## config.mk

```make
export PLATFORM = sky130hd
export DESIGN_NAME = eagu_top
export DESIGN_NICKNAME = d
export VERILOG_FILES = /design/src/core/eagu_pkg.sv /design/src/core/eagu_top.sv
export SDC_FILE = /design/constraint.sdc
export NUM_CORES = 1
export LEC_CHECK = 0
export ABC_AREA = 1
export ABC_CLOCK_PERIOD_IN_PS = 8100
export BUFFER_PORTS_ARGS = -buffer_cell sky130_fd_sc_hd__buf_2
export CAP_MARGIN = 10
export CORE_AREA = 2 2 170 172
export DETAILED_ROUTE_END_ITERATION = 8
export DIE_AREA = 0 0 172 174
export HOLD_SLACK_MARGIN = 0.06
export PLACE_DENSITY = 0.74
export SLEW_MARGIN = 20
export SYNTH_ARGS = -nofsm -noshare
export SYNTH_HDL_FRONTEND = slang
export SYNTH_SLANG_ARGS = --single-unit
```

## constraint.sdc

```tcl
create_clock -name mclk -period 8.1 [get_ports mclk]
set_input_delay 0.405 -clock mclk [delete_from_list [all_inputs] [get_ports mclk]]
set_output_delay 0.405 -clock mclk [all_outputs]
set_load 0.05 [all_outputs]
```

## src/core/eagu_pkg.sv

```systemverilog
// Purpose: Shared constants and carrier types for the effective address generator.
// Assumes: 16-bit data addresses, byte addressed, registers reached over classic Wishbone.
// Notes:   All offsets, field positions and reset values live here.
`default_nettype none
package eagu_pkg;
	// Register byte offsets on the bus.
	localparam logic [7:0]  OFS_MODCTL   = 8'h00;
	localparam logic [7:0]  OFS_XSTART   = 8'h04;
	localparam logic [7:0]  OFS_XEND     = 8'h08;
	localparam logic [7:0]  OFS_YSTART   = 8'h0C;
	localparam logic [7:0]  OFS_YEND     = 8'h10;
	localparam logic [7:0]  OFS_STATUS   = 8'h14;
	// Reset values; both pointer selects start at 15 so no buffer is armed.
	localparam logic [15:0] RST_MODCTL   = 16'h00FF;
	localparam logic [15:0] RST_BOUND    = 16'h0000;
	// Control field positions.
	localparam int          XSEL_LSB     = 0;
	localparam int          YSEL_LSB     = 4;
	localparam int          XEN_BIT      = 15;
	localparam int          YEN_BIT      = 14;
	localparam logic [3:0]  SEL_NONE     = 4'hF;
	// Status field positions.
	localparam int          ST_WRAP_BIT  = 0;
	localparam int          ST_ILL_BIT   = 1;
	// Instruction-level constants.
	localparam int          FILE_ADDR_W  = 13;
	localparam logic [3:0]  DEFAULT_DEFAULT_WORKING_REGISTER = 4'h0;
	localparam logic [3:0]  MAC_X_LO     = 4'h8;
	localparam logic [3:0]  MAC_X_IDX    = 4'h9;
	localparam logic [3:0]  MAC_Y_LO     = 4'hA;
	localparam logic [3:0]  MAC_Y_IDX    = 4'hB;
	localparam logic [15:0] MAC_STEP_1   = 16'h0002;
	localparam logic [15:0] MAC_STEP_2   = 16'h0004;
	localparam logic [15:0] MAC_STEP_3   = 16'h0006;

	typedef enum logic [7:0] {
		M_FILE  = 8'b0000_0001,
		M_DIR   = 8'b0000_0010,
		M_IND   = 8'b0000_0100,
		M_POST  = 8'b0000_1000,
		M_PRE   = 8'b0001_0000,
		M_ROFS  = 8'b0010_0000,
		M_LOFS  = 8'b0100_0000,
		M_LIT   = 8'b1000_0000
	} eagu_mode_e;

	typedef enum logic [4:0] {
		C_FILE  = 5'b00001,
		C_MCU   = 5'b00010,
		C_MOVE  = 5'b00100,
		C_MAC   = 5'b01000,
		C_OTHER = 5'b10000
	} eagu_class_e;

	typedef enum logic [2:0] {
		S_XR    = 3'b001,
		S_XW    = 3'b010,
		S_Y     = 3'b100
	} eagu_space_e;

	typedef enum logic [5:0] {
		L_5     = 6'b000001,
		L_10    = 6'b000010,
		L_8     = 6'b000100,
		L_16    = 6'b001000,
		L_BRA   = 6'b010000,
		L_INTERRUPT_DISABLE_INSTRUCTION  = 6'b100000
	} eagu_lit_e;

	typedef struct packed {
		logic        cyc;
		logic        stb;
		logic        we;
		logic [3:0]  sel;
		logic [7:0]  adr;
		logic [31:0] dat;
	} eagu_wb_req_s;

	typedef struct packed {
		logic        valid;
		eagu_class_e cls;
		eagu_mode_e  mode;
		eagu_space_e space;
		eagu_lit_e   lit_kind;
		logic [3:0]  ptr_sel;
		logic [15:0] ptr_val;
		logic [3:0]  ofs_sel;
		logic [15:0] ofs_val;
		logic [15:0] literal;
		logic [15:0] step;
	} eagu_req_s;

	typedef struct packed {
		logic        valid;
		eagu_space_e space;
		logic [15:0] ea;
		logic [15:0] operand;
		logic [3:0]  dst_sel;
		logic        wb_en;
		logic [3:0]  wb_sel;
		logic [15:0] wb_val;
		logic        wrapped;
		logic        illegal;
	} eagu_rsp_s;

	typedef struct packed {
		logic [15:0] modctl;
		logic [15:0] xstart;
		logic [15:0] xend;
		logic [15:0] ystart;
		logic [15:0] yend;
		logic [1:0]  status;
		logic        ack;
		logic [15:0] rdata;
		eagu_rsp_s   rsp;
	} eagu_state_s;
endpackage
`default_nettype wire

```

## src/core/eagu_top.sv

```systemverilog
// Purpose: Effective address generation with X and Y circular buffer correction.
// Assumes: The decoder presents one operand per request with the pointer and offset values already read.
// Notes:   One cycle from request to answer; the configuration registers sit on a Wishbone slave.
//
// The Wishbone interface to the registers and the address map were chosen for this implementation.
`default_nettype none
// Behaviour
// - File direct uses 13-bit address, default register zero.
// - Three-operand base is direct; operand register or 5-bit.
// - Three-operand: direct, indirect, pre, post, 5/10-bit literal.
// - Post-modify: address is pointer, then pointer steps.
// - Pre-modify: pointer steps first, result is address.
// - Register offset: pointer plus offset register.
// - Literal offset: pointer plus instruction literal.
// - Move adds indexed, literal offset, 8/16-bit literals.
// - Move source and destination share one offset field.
// - Multiply-accumulate pointers eight to eleven, fixed spaces.
// - Multiply-accumulate indexing only via nine and eleven.
// - Multiply-accumulate: indirect, post by 2/4/6, indexed.
// - Branch literal 16-bit signed, interrupt-disable 14-bit unsigned.
// - One circular buffer in X, one in Y.
// - Power-of-two buffers check both limits; others one.
// - Four 16-bit boundary registers hold the limits.
// - X select bits 3:0, enable bit 15.
// - Y select bits 7:4, enable bit 14.
// - Y modulo addresses keep the low bit clear.
// - Limits compare beyond, not only equal.
// - Pointer written back only in pre or post modes.
module eagu_top (
	input  wire logic                   mclk,
	input  wire logic                   srst,
	input  wire eagu_pkg::eagu_wb_req_s wb_req,
	output logic                        wb_ack,
	output logic [31:0]                 wb_dat_o,
	input  wire eagu_pkg::eagu_req_s    req,
	output eagu_pkg::eagu_rsp_s         rsp
);
	import eagu_pkg::*;

	eagu_state_s state;
	eagu_state_s next_state;

	// One-hot register decode, shared by the read mux and the write path.
	function automatic logic [5:0] reg_hit(input logic [7:0] adr);
		logic [5:0] h;
		h = 6'h00;
		h[0] = (adr == OFS_MODCTL);
		h[1] = (adr == OFS_XSTART);
		h[2] = (adr == OFS_XEND);
		h[3] = (adr == OFS_YSTART);
		h[4] = (adr == OFS_YEND);
		h[5] = (adr == OFS_STATUS);
		return h;
	endfunction

	// Byte-lane merge; only the two low lanes carry register bits.
	function automatic logic [15:0] lane_merge(input logic [15:0] old, input logic [31:0] d, input logic [3:0] sel);
		logic [15:0] r;
		r = old;
		if (sel[0]) begin
			r[7:0] = d[7:0];
		end
		if (sel[1]) begin
			r[15:8] = d[15:8];
		end
		return r;
	endfunction

	// Literal extension by field width; the branch literal is already full width and signed.
	function automatic logic [15:0] lit_ext(input eagu_lit_e k, input logic [15:0] l);
		logic [15:0] r;
		r = 16'h0000;
		unique case (k)
			L_5: begin
				r = {11'h000, l[4:0]};
			end
			L_10: begin
				r = {6'h00, l[9:0]};
			end
			L_8: begin
				r = {8'h00, l[7:0]};
			end
			L_16, L_BRA: begin
				r = l;
			end
			L_INTERRUPT_DISABLE_INSTRUCTION: begin
				r = {2'h0, l[13:0]};
			end
			default: begin
				r = 16'h0000;
			end
		endcase
		return r;
	endfunction

	// Circular correction. Comparing with greater/less than rather than equality lets a
	// step larger than one element overshoot and still land inside the buffer.
	function automatic logic [15:0] mod_fix(input logic [15:0] a, input logic neg,
		input logic [15:0] s, input logic [15:0] e);
		logic [15:0] len;
		logic        pow2;
		logic [15:0] r;
		len  = e - s + 16'h0001;
		pow2 = ((len & (len - 16'h0001)) == 16'h0000);
		r    = a;
		if ((pow2 || !neg) && (a > e)) begin
			r = s + (a - e - 16'h0001);
		end else if ((pow2 || neg) && (a < s)) begin
			r = e - (s - a) + 16'h0001;
		end
		return r;
	endfunction

	// Datapath terms.
	logic [5:0]  hit;
	eagu_space_e eff_space;
	logic        is_x;
	logic        mod_act;
	logic [15:0] bstart;
	logic [15:0] bend;
	logic [15:0] addend;
	logic [15:0] sum;
	logic [15:0] fixed;
	logic        mac_bad;
	logic        mode_bad;
	logic        bad;

	// Multiply-accumulate pointers pick their own space and must obey the narrow mode set.
	always_comb begin
		eff_space = req.space;
		mac_bad   = 1'b0;
		if (req.cls == C_MAC) begin
			if (req.ptr_sel == MAC_X_LO || req.ptr_sel == MAC_X_IDX) begin
				eff_space = S_XR;
			end else if (req.ptr_sel == MAC_Y_LO || req.ptr_sel == MAC_Y_IDX) begin
				eff_space = S_Y;
			end else begin
				mac_bad = 1'b1;
			end
			if (req.mode == M_ROFS && req.ptr_sel != MAC_X_IDX && req.ptr_sel != MAC_Y_IDX) begin
				mac_bad = 1'b1;
			end
			if (req.mode != M_IND && req.mode != M_POST && req.mode != M_ROFS) begin
				mac_bad = 1'b1;
			end
			if (req.mode == M_POST && req.step != MAC_STEP_1 && req.step != MAC_STEP_2
				&& req.step != MAC_STEP_3 && req.step != (16'h0000 - MAC_STEP_1)
				&& req.step != (16'h0000 - MAC_STEP_2) && req.step != (16'h0000 - MAC_STEP_3)) begin
				mac_bad = 1'b1;
			end
		end
	end

	// Mode sets allowed by each instruction class.
	always_comb begin
		mode_bad = 1'b0;
		unique case (req.cls)
			C_FILE: begin
				mode_bad = (req.mode != M_FILE);
			end
			C_MCU: begin
				mode_bad = (req.mode == M_ROFS) || (req.mode == M_LOFS) || (req.mode == M_FILE)
					|| (req.mode == M_LIT && req.lit_kind != L_5 && req.lit_kind != L_10);
			end
			C_MOVE: begin
				mode_bad = (req.mode == M_LIT && req.lit_kind != L_8 && req.lit_kind != L_16);
			end
			C_MAC: begin
				mode_bad = 1'b0;
			end
			C_OTHER: begin
				mode_bad = (req.mode != M_LIT) || (req.lit_kind != L_BRA && req.lit_kind != L_INTERRUPT_DISABLE_INSTRUCTION);
			end
			default: begin
				mode_bad = 1'b1;
			end
		endcase
	end

	// Buffer selection: one buffer per space, the X one shared by read and write.
	always_comb begin
		is_x   = (eff_space == S_XR) || (eff_space == S_XW);
		bstart = is_x ? state.xstart : state.ystart;
		bend   = is_x ? state.xend : state.yend;
		if (is_x) begin
			mod_act = state.modctl[XEN_BIT] && (state.modctl[XSEL_LSB +: 4] != SEL_NONE)
				&& (state.modctl[XSEL_LSB +: 4] == req.ptr_sel);
		end else begin
			mod_act = state.modctl[YEN_BIT] && (state.modctl[YSEL_LSB +: 4] != SEL_NONE)
				&& (state.modctl[YSEL_LSB +: 4] == req.ptr_sel);
		end
	end

	// The adder sees the offset register, the literal or the step, by mode. A move presents the
	// same offset value for source and destination, so one input serves both.
	always_comb begin
		unique case (req.mode)
			M_ROFS: begin
				addend = req.ofs_val;
			end
			M_LOFS: begin
				addend = req.literal;
			end
			M_PRE, M_POST: begin
				addend = req.step;
			end
			default: begin
				addend = 16'h0000;
			end
		endcase
		sum   = req.ptr_val + addend;
		fixed = sum;
		if (mod_act && req.mode != M_IND) begin
			fixed = mod_fix(sum, addend[15], bstart, bend);
			if (!is_x) begin
				fixed[0] = 1'b0;
			end
		end
		bad = mac_bad || mode_bad;
	end

	assign hit = reg_hit(wb_req.adr);

	// Next state: bus slave, configuration registers and the registered answer.
	always_comb begin
		next_state     = state;
		next_state.ack = wb_req.cyc && wb_req.stb && !state.ack;
		if (next_state.ack) begin
			unique case (1'b1)
				hit[0]: begin
					next_state.rdata = state.modctl;
				end
				hit[1]: begin
					next_state.rdata = state.xstart;
				end
				hit[2]: begin
					next_state.rdata = state.xend;
				end
				hit[3]: begin
					next_state.rdata = state.ystart;
				end
				hit[4]: begin
					next_state.rdata = state.yend;
				end
				hit[5]: begin
					next_state.rdata = {14'h0000, state.status};
				end
				default: begin
					next_state.rdata = 16'h0000;
				end
			endcase
			if (wb_req.we) begin
				if (hit[0]) begin
					next_state.modctl = lane_merge(state.modctl, wb_req.dat, wb_req.sel);
				end
				if (hit[1]) begin
					next_state.xstart = lane_merge(state.xstart, wb_req.dat, wb_req.sel);
				end
				if (hit[2]) begin
					next_state.xend = lane_merge(state.xend, wb_req.dat, wb_req.sel);
				end
				if (hit[3]) begin
					next_state.ystart = lane_merge(state.ystart, wb_req.dat, wb_req.sel);
				end
				if (hit[4]) begin
					next_state.yend = lane_merge(state.yend, wb_req.dat, wb_req.sel);
				end
			end
		end
		next_state.rsp         = '0;
		next_state.rsp.valid   = req.valid;
		next_state.rsp.space   = eff_space;
		next_state.rsp.illegal = req.valid && bad;
		next_state.rsp.wb_sel  = req.ptr_sel;
		next_state.rsp.dst_sel = req.ptr_sel;
		if (req.valid && !bad) begin
			unique case (req.mode)
				M_FILE: begin
					next_state.rsp.ea      = {3'h0, req.literal[FILE_ADDR_W-1:0]};
					next_state.rsp.dst_sel = DEFAULT_DEFAULT_WORKING_REGISTER;
				end
				M_DIR: begin
					next_state.rsp.operand = req.ptr_val;
				end
				M_IND: begin
					next_state.rsp.ea = req.ptr_val;
				end
				M_POST: begin
					next_state.rsp.ea      = req.ptr_val;
					next_state.rsp.wb_en   = 1'b1;
					next_state.rsp.wb_val  = fixed;
					next_state.rsp.wrapped = (fixed != sum);
				end
				M_PRE: begin
					next_state.rsp.ea      = fixed;
					next_state.rsp.wb_en   = 1'b1;
					next_state.rsp.wb_val  = fixed;
					next_state.rsp.wrapped = (fixed != sum);
				end
				M_ROFS, M_LOFS: begin
					next_state.rsp.ea      = fixed;
					next_state.rsp.wrapped = (fixed != sum);
				end
				M_LIT: begin
					next_state.rsp.operand = lit_ext(req.lit_kind, req.literal);
				end
				default: begin
					next_state.rsp.illegal = 1'b1;
				end
			endcase
		end
		if (req.valid) begin
			next_state.status[ST_WRAP_BIT] = next_state.rsp.wrapped;
			next_state.status[ST_ILL_BIT]  = next_state.rsp.illegal;
		end
	end

	// State register; reset parks both buffers with select 15.
	always_ff @(posedge mclk) begin
		if (srst) begin
			state        <= '0;
			state.modctl <= RST_MODCTL;
			state.xstart <= RST_BOUND;
			state.xend   <= RST_BOUND;
			state.ystart <= RST_BOUND;
			state.yend   <= RST_BOUND;
		end else begin
			state <= next_state;
		end
	end

	assign wb_ack   = state.ack;
	assign wb_dat_o = {16'h0000, state.rdata};
	assign rsp      = state.rsp;
endmodule
`default_nettype wire

```

; After elaboration in Yosys (flattened, before gate mapping)
; Cells that the tools add are included.
[op_classes]
addsub = 10
magnitude_cmp = 2
n_eq_ne = 54
muxes = 28
bitwise = 3
reduce_logical = 59
[op_table]
columns = operator, count
row1 = $pmux 16 s3, 2
row2 = $pmux 16 s6, 1
row3 = $mux 16, 5
row4 = $pmux 16 s5, 1
row5 = $sub 16x16->16, 4
row6 = $ne 16x16->1 const B, 3
row7 = $reduce_and 4->1, 10
row8 = $add 16x1->16 const B, 2
row9 = $add 16x16->16, 2
row10 = $ne 16x3->1 const B, 2
row11 = $pmux 16 s2, 1
row12 = $sub 16x1->16 const B, 2
row13 = $logic_and 1x1->1, 26
row14 = $eq 8x4->1 const B, 3
row15 = $eq 8x5->1 const B, 3
row16 = $and 16x16->16, 1
row17 = $eq 4x4->1 const B, 4
row18 = $eq 8x3->1 const B, 2
row19 = $gt 16x16->1, 1
row20 = $logic_not 16->1, 1
row21 = $lt 16x16->1, 1
row22 = $ne 16x16->1, 1
row23 = $ne 16x2->1 const B, 1
row24 = $ne 4x4->1 const B, 4
row25 = 44 further kinds, 73
[totals]
ff_bits = 162
in_bits = 144
output_inout_bits = 96
word_cells = 179

; Depth between registers and ports, before layout
[depth]
ltp_word = 22
depth_mapped = 48
depth_no_buf = 47

; Least setup slack after synthesis
; No wires, ideal clock.
[synth_timing]
path_kind = input port to flip-flop
startpoint = in req[88] (netlist name)
endpoint = reg state[80] (netlist name)
setup_time_ns = 0.114
arrival_time_ns = 5.851
required_ns = 7.986
slack_ns = 2.135
path_stages = 44
path_buffers = 0
path_cell_list = nor2_1 inv_1 nor2_2 inv_1 nor4_1 nor2_1 inv_1 nand2_1 o211ai_1 ha_1 fa_1 a21oi_1 o21bai_1 a21oi_1 o21bai_1 xor2_1 inv_1 fa_1 (+8 left out) o21bai_1 nand3_1 nand2_1 nand2_1 nand2_1 a21oi_1 xor2_1 nand3_1 nand3_1 nand2_1 nand3_1 nand2_1 nor2_1 nand2_1 nor2_1 nand2_1 nand2_1 nand2_1
[synth_between]
elab_chain_cells = 14
elab_cells_between_ends = 62
cone_classes = 7 x add/sub / 2 x order compare / 12 x eq/ne / 12 x mux / 29 x reduce/logical
[synth_rtl]
columns = item, line_no
row1 = "start, declared", eagu_top.sv:35  ; input wire eagu_pkg::eagu_req_s req,
row2 = $eq 8x4->1 or $eq 8x5->1 (tied branches), "eagu_top.sv:146, eagu_top.sv:197, eagu_top.sv:277"
row3 = $reduce_or 2->1 (no line), -
row4 = $pmux 16 s3, eagu_top.sv:197  ; unique case (req.mode)
row5 = $add 16x16->16, eagu_top.sv:211  ; sum = req.ptr_val + addend;
row6 = $sub 16x16->16 (2 in a row), eagu_top.sv:109  ; r = e - (s - a) + 16'h0001;
row7 = $add 16x1->16, eagu_top.sv:109
row8 = $mux 16, eagu_top.sv:108  ; end else if ((pow2 || neg) && (a < s)) begin
row9 = $mux 16, eagu_top.sv:106  ; if ((pow2 || !neg) && (a > e)) begin
row10 = $mux 1, eagu_top.sv:215  ; if (!is_x) begin
row11 = $mux 16, eagu_top.sv:213  ; if (mod_act && req.mode != M_IND) begin
row12 = $ne 16x16->1, "eagu_top.sv:292, eagu_top.sv:298, eagu_top.sv:302"
row13 = $mux 1, -
row14 = $mux 2 (*), eagu_top.sv:276  ; if (req.valid && !bad) begin
row15 = "end signal, assigned", eagu_top.sv:328  ; state <= next_state;
row16 = "end, declared", eagu_top.sv:40  ; eagu_state_s state;
; Mark *: on every way between the ends. The rest lies on a longest branch, timed or not.
; A chain may end at the register's enable or synchronous reset.

; Worst setup path after layout
[layout_timing]
startpoint = in req[82] (netlist name)
endpoint = reg state[80] (netlist name)
; The elaborated chain is that of the path after synthesis.

==> metrics.md <==
| Metric | Value |
|---|---|
| Peak supply drop | `roughly 0.12 mV` |
| Most frequent cells in the layout | `nand2_1 (370), inv_1 (338), buf_2 (201)` |
| Worst slew pin tran | `0.925 ns` |
| Clk sink count | `162` |
| WL final | `40.2 mm` |
| Fin cells | `around 2.5k` |
| Worst Hold Path Cells | `3` |
| N_diodes | `0` |
| Share of cells above drive strength 1 | `0.141` |
| Synth warnings | `0` |
| Async SR Flop Fraction | `0` |
| P&R area growth vs syn | `9.64%` |
| H-tree depth reported by CTS | `4` |
| First-pass DRT Iterations | `6` |
| Syn Area/Cell | `6.73 um2` |
| Critical path endpoint category | `register` |
| Cell mode on critical path | `nand2_1` |
| Die area | `between 20,000 and 30,000 um2` |
| Total power | `about 2.3 mW` |
| Die height | `about 170 um` |
| Fin crit period | `6.89 ns` |
| Mapped Cells | `2,052` |
| Synth Cell Area | `13,800 um2` |
| Worst min path class | `in -> reg` |
| Reg-to-reg critical path startpoint | `state[131]$_SDFFE_PP0P_` |
| Die width | `around 170 um` |
| Post-DP HPWL | `around 32 mm` |
| CTS Buffer Depth | `2` |
| CP arrival | `roughly 7.2 ns` |
| Main flop type after synthesis | `dfxtp_1` |
| Max incr delay on CP | `between 0.4 and 0.5 ns` |
| GRT overflow | `0` |
| Final Cycle Share | `0.850` |
| Worst skew pair latency | `about 0.44 ns` |
| Commonest non-fill, non-tap cell in the layout | `nand2_1` |
| Setup Viol. Count Final | `0` |
| Sequential area share after synthesis | `0.235` |
| CORE AREA | `28,200 um2` |
| Grt met1 use | `0.340` |
| Layout Nets | `~2.4k` |
| Status | `complete, no violations` |
| Max Slew Vio Count | `0` |
| Hold endpoint | `state[147]$_SDFFE_PP1P_` |
| Drc violations | `0` |
| CTS Buf Count | `17` |
| R2r worst-path depth | `39` |
| PwrDens | `around 150 nW/um2` |
| Max Fclk | `about 0.15 GHz` |
| Reg-to-Reg End | `state[80]$_SDFFE_PP0P_` |
| Max-cap viol count | `0` |
| Final Skew | `between 0.015 and 0.02 ns` |
| Synth unique cells | `51` |
| Slowest-stage cell, CP | `a32oi_1` |
| Met3 Track Usage GR | `0.0380` |
| Routed len/inst | `about 16 um` |
| Antenna violations before repair | `1` |
| First-pass GRT wire length | `roughly 63 mm` |
| Post-CTS Hold Buffers | `0` |
| Post_cts resized | `0` |
| Vias | `between 10k and 15k` |
| Antenna Violating Nets Remaining | `0` |
| Met2 Use GR | `0.437` |
| EDFF count, synth | `0` |
| Top-Level Pins | `240` |
| IO Port Bufs | `roughly 200` |
| # fillers | `roughly 2.8k` |
| Crit path required time | `roughly 8.4 ns` |
| CTS clk-pin slew, worst paths | `about 0.070 ns` |
| Total GRT Usage | `0.262` |
| Placer Congestion | `0.928` |
| Setup crit start kind | `input pin` |
| Inst Count DP | `between 2k and 3k` |
| Hold Fails Final Rpt | `0` |
| CTS tree | `built` |
| Post-CTS Setup Repair Bufs | `0` |
| Sum of negative setup slack | `0 ns` |
| CTS root buffer | `clkbuf_16` |
| Largest net degree at the start of global routing | `76` |
| Min-Delay Startpoint | `wb_req[1]` |
| RSZ-0062 raised after global routing | `no` |
| Final hold slack | `about 0.26 ns` |
| Crit Path Class | `in -> reg` |
| Core Rows | `just over 60` |
| Slew headroom | `0.381` |
| DRT iter0 DRCs | `1,185` |
| Via-per-instance ratio | `around 5.4` |
| Leakage | `7.36 nW` |
| Busiest metal layer after global routing | `met2` |
| Number of synthesized register bits | `roughly 160` |
| Initial Util | `0.489` |
| Vias in the first global route | `around 13k` |
| Max FO, Critical Path | `23` |
| Flop-to-flop setup slack | `2.61 ns` |
[cell families (layout without fill, tap and decap cells)]
kind of cell / after synthesis / count (layout) / synth area share
flip-flops: 162 / 162 / 0.235
AO/OA/AOI/OAI: 434 / 434 / 0.178
other: 1 / 16 / 0.000272
buffers and inverters: 505 / 601 / 0.166
AND/OR/NAND/NOR: 769 / 769 / 0.252
adder cells (fa/ha/maj): 133 / 133 / 0.137
XOR/XNOR: 48 / 48 / 0.0310
[cells in the mapped netlist, drive strengths merged (2+ instances only)]
| library cell | n | share of area |
|---|---|---|
| a211oi | 14 | 0.0076 |
| a21o | 4 | 0.0022 |
| a21oi | 167 | 0.061 |
| a221oi | 5 | 0.0032 |
| a31oi | 18 | 0.0082 |
| a41oi | 2 | 0.0018 |
| and2 | 4 | 0.0018 |
| buf | 103 | 0.056 |
| clkbuf | 51 | 0.014 |
| clkinv | 6 | 0.0016 |
| dfxtp | 162 | 0.23 |
| fa | 31 | 0.045 |
| ha | 102 | 0.092 |
| inv | 345 | 0.094 |
| nand2 | 393 | 0.11 |
| nand3 | 159 | 0.061 |
| nand3b | 8 | 0.0044 |
| nand4 | 37 | 0.017 |
| nor2 | 133 | 0.039 |
| nor3 | 17 | 0.0062 |
| nor4 | 13 | 0.0059 |
| o2111ai | 2 | 0.0013 |
| o211ai | 21 | 0.011 |
| o21ai | 147 | 0.054 |
| o21bai | 9 | 0.0049 |
| o221ai | 10 | 0.0063 |
| o22ai | 26 | 0.012 |
| o31ai | 6 | 0.0033 |
| or2 | 4 | 0.0018 |
| xnor2 | 15 | 0.010 |
| xor2 | 33 | 0.021 |
[worst max path at each step]
stage	depth (start not counted)	from	end	slack, ns
2_1_floorplan	44	req[88]	state[80]$_SDFFE_PP0P_	2.14
3_3_place_gp	42	req[82]	state[80]$_SDFFE_PP0P_	0.93
3_5_place_dp	42	req[85]	state[80]$_SDFFE_PP0P_	0.83
4_1_cts	42	req[85]	state[80]$_SDFFE_PP0P_	1.25
5_1_grt	43	req[82]	state[80]$_SDFFE_PP0P_	0.39
6_report	39	req[82]	state[80]$_SDFFE_PP0P_	1.21
[metal layers]
| metal | share of wire | vias to the layer above |
|---|---|---|
| met5 | 0 | - |
| met4 | 0.036 | 0 |
| li1 | - | 6823 |
| met3 | 0.075 | 87 |
| met1 | 0.43 | 6309 |
| met2 | 0.46 | 575 |
[critical path, delay by kind of cell]
kind	cells	cell delay, ns
compound gates	11	2.37
fa+ha+maj	2	0.54
simple gates	19	2.86
xor+xnor	1	0.18
buf+inv	6	0.84
[state kept, by name, indices dropped and copies added, names as in the netlist]
signal    flops
rsp          63
wb_dat_o     16
state        82
wb_ack        1
[area by class of cell]
type,instances,area (um2),area share
clock buffers,18,439,0.0290
clock inverters,13,160,0.0106
inverters,351,1320,0.0870
multi-input cells,1400,8350,0.552
flip-flops and latches,162,3240,0.214
well taps,384,480,0.0317
repair buffers,219,1140,0.0754
[metrics by stage]
stage          worst slack (ns)  utilization  instance area (um2)
2_1_floorplan              2.14            -                13900
3_3_place_gp              0.925        0.515                14500
3_5_place_dp              0.831        0.515                14500
4_1_cts                    1.25        0.536                15100
5_1_grt                   0.392        0.536                15100
6_report                   1.21        0.536                15100
[report_power, final]
| part | switching (mW) | total (mW) | internal [mW] |
|---|---|---|---|
| Combinational | 0.426 | 0.652 | 0.226 |
| Clock | 0.382 | 0.855 | 0.473 |
| Sequential | 0.00191 | 0.803 | 0.801 |
| Total | 0.810 | 2.31 | 1.50 |
Note: power is estimated with default switching activity, not from simulation.
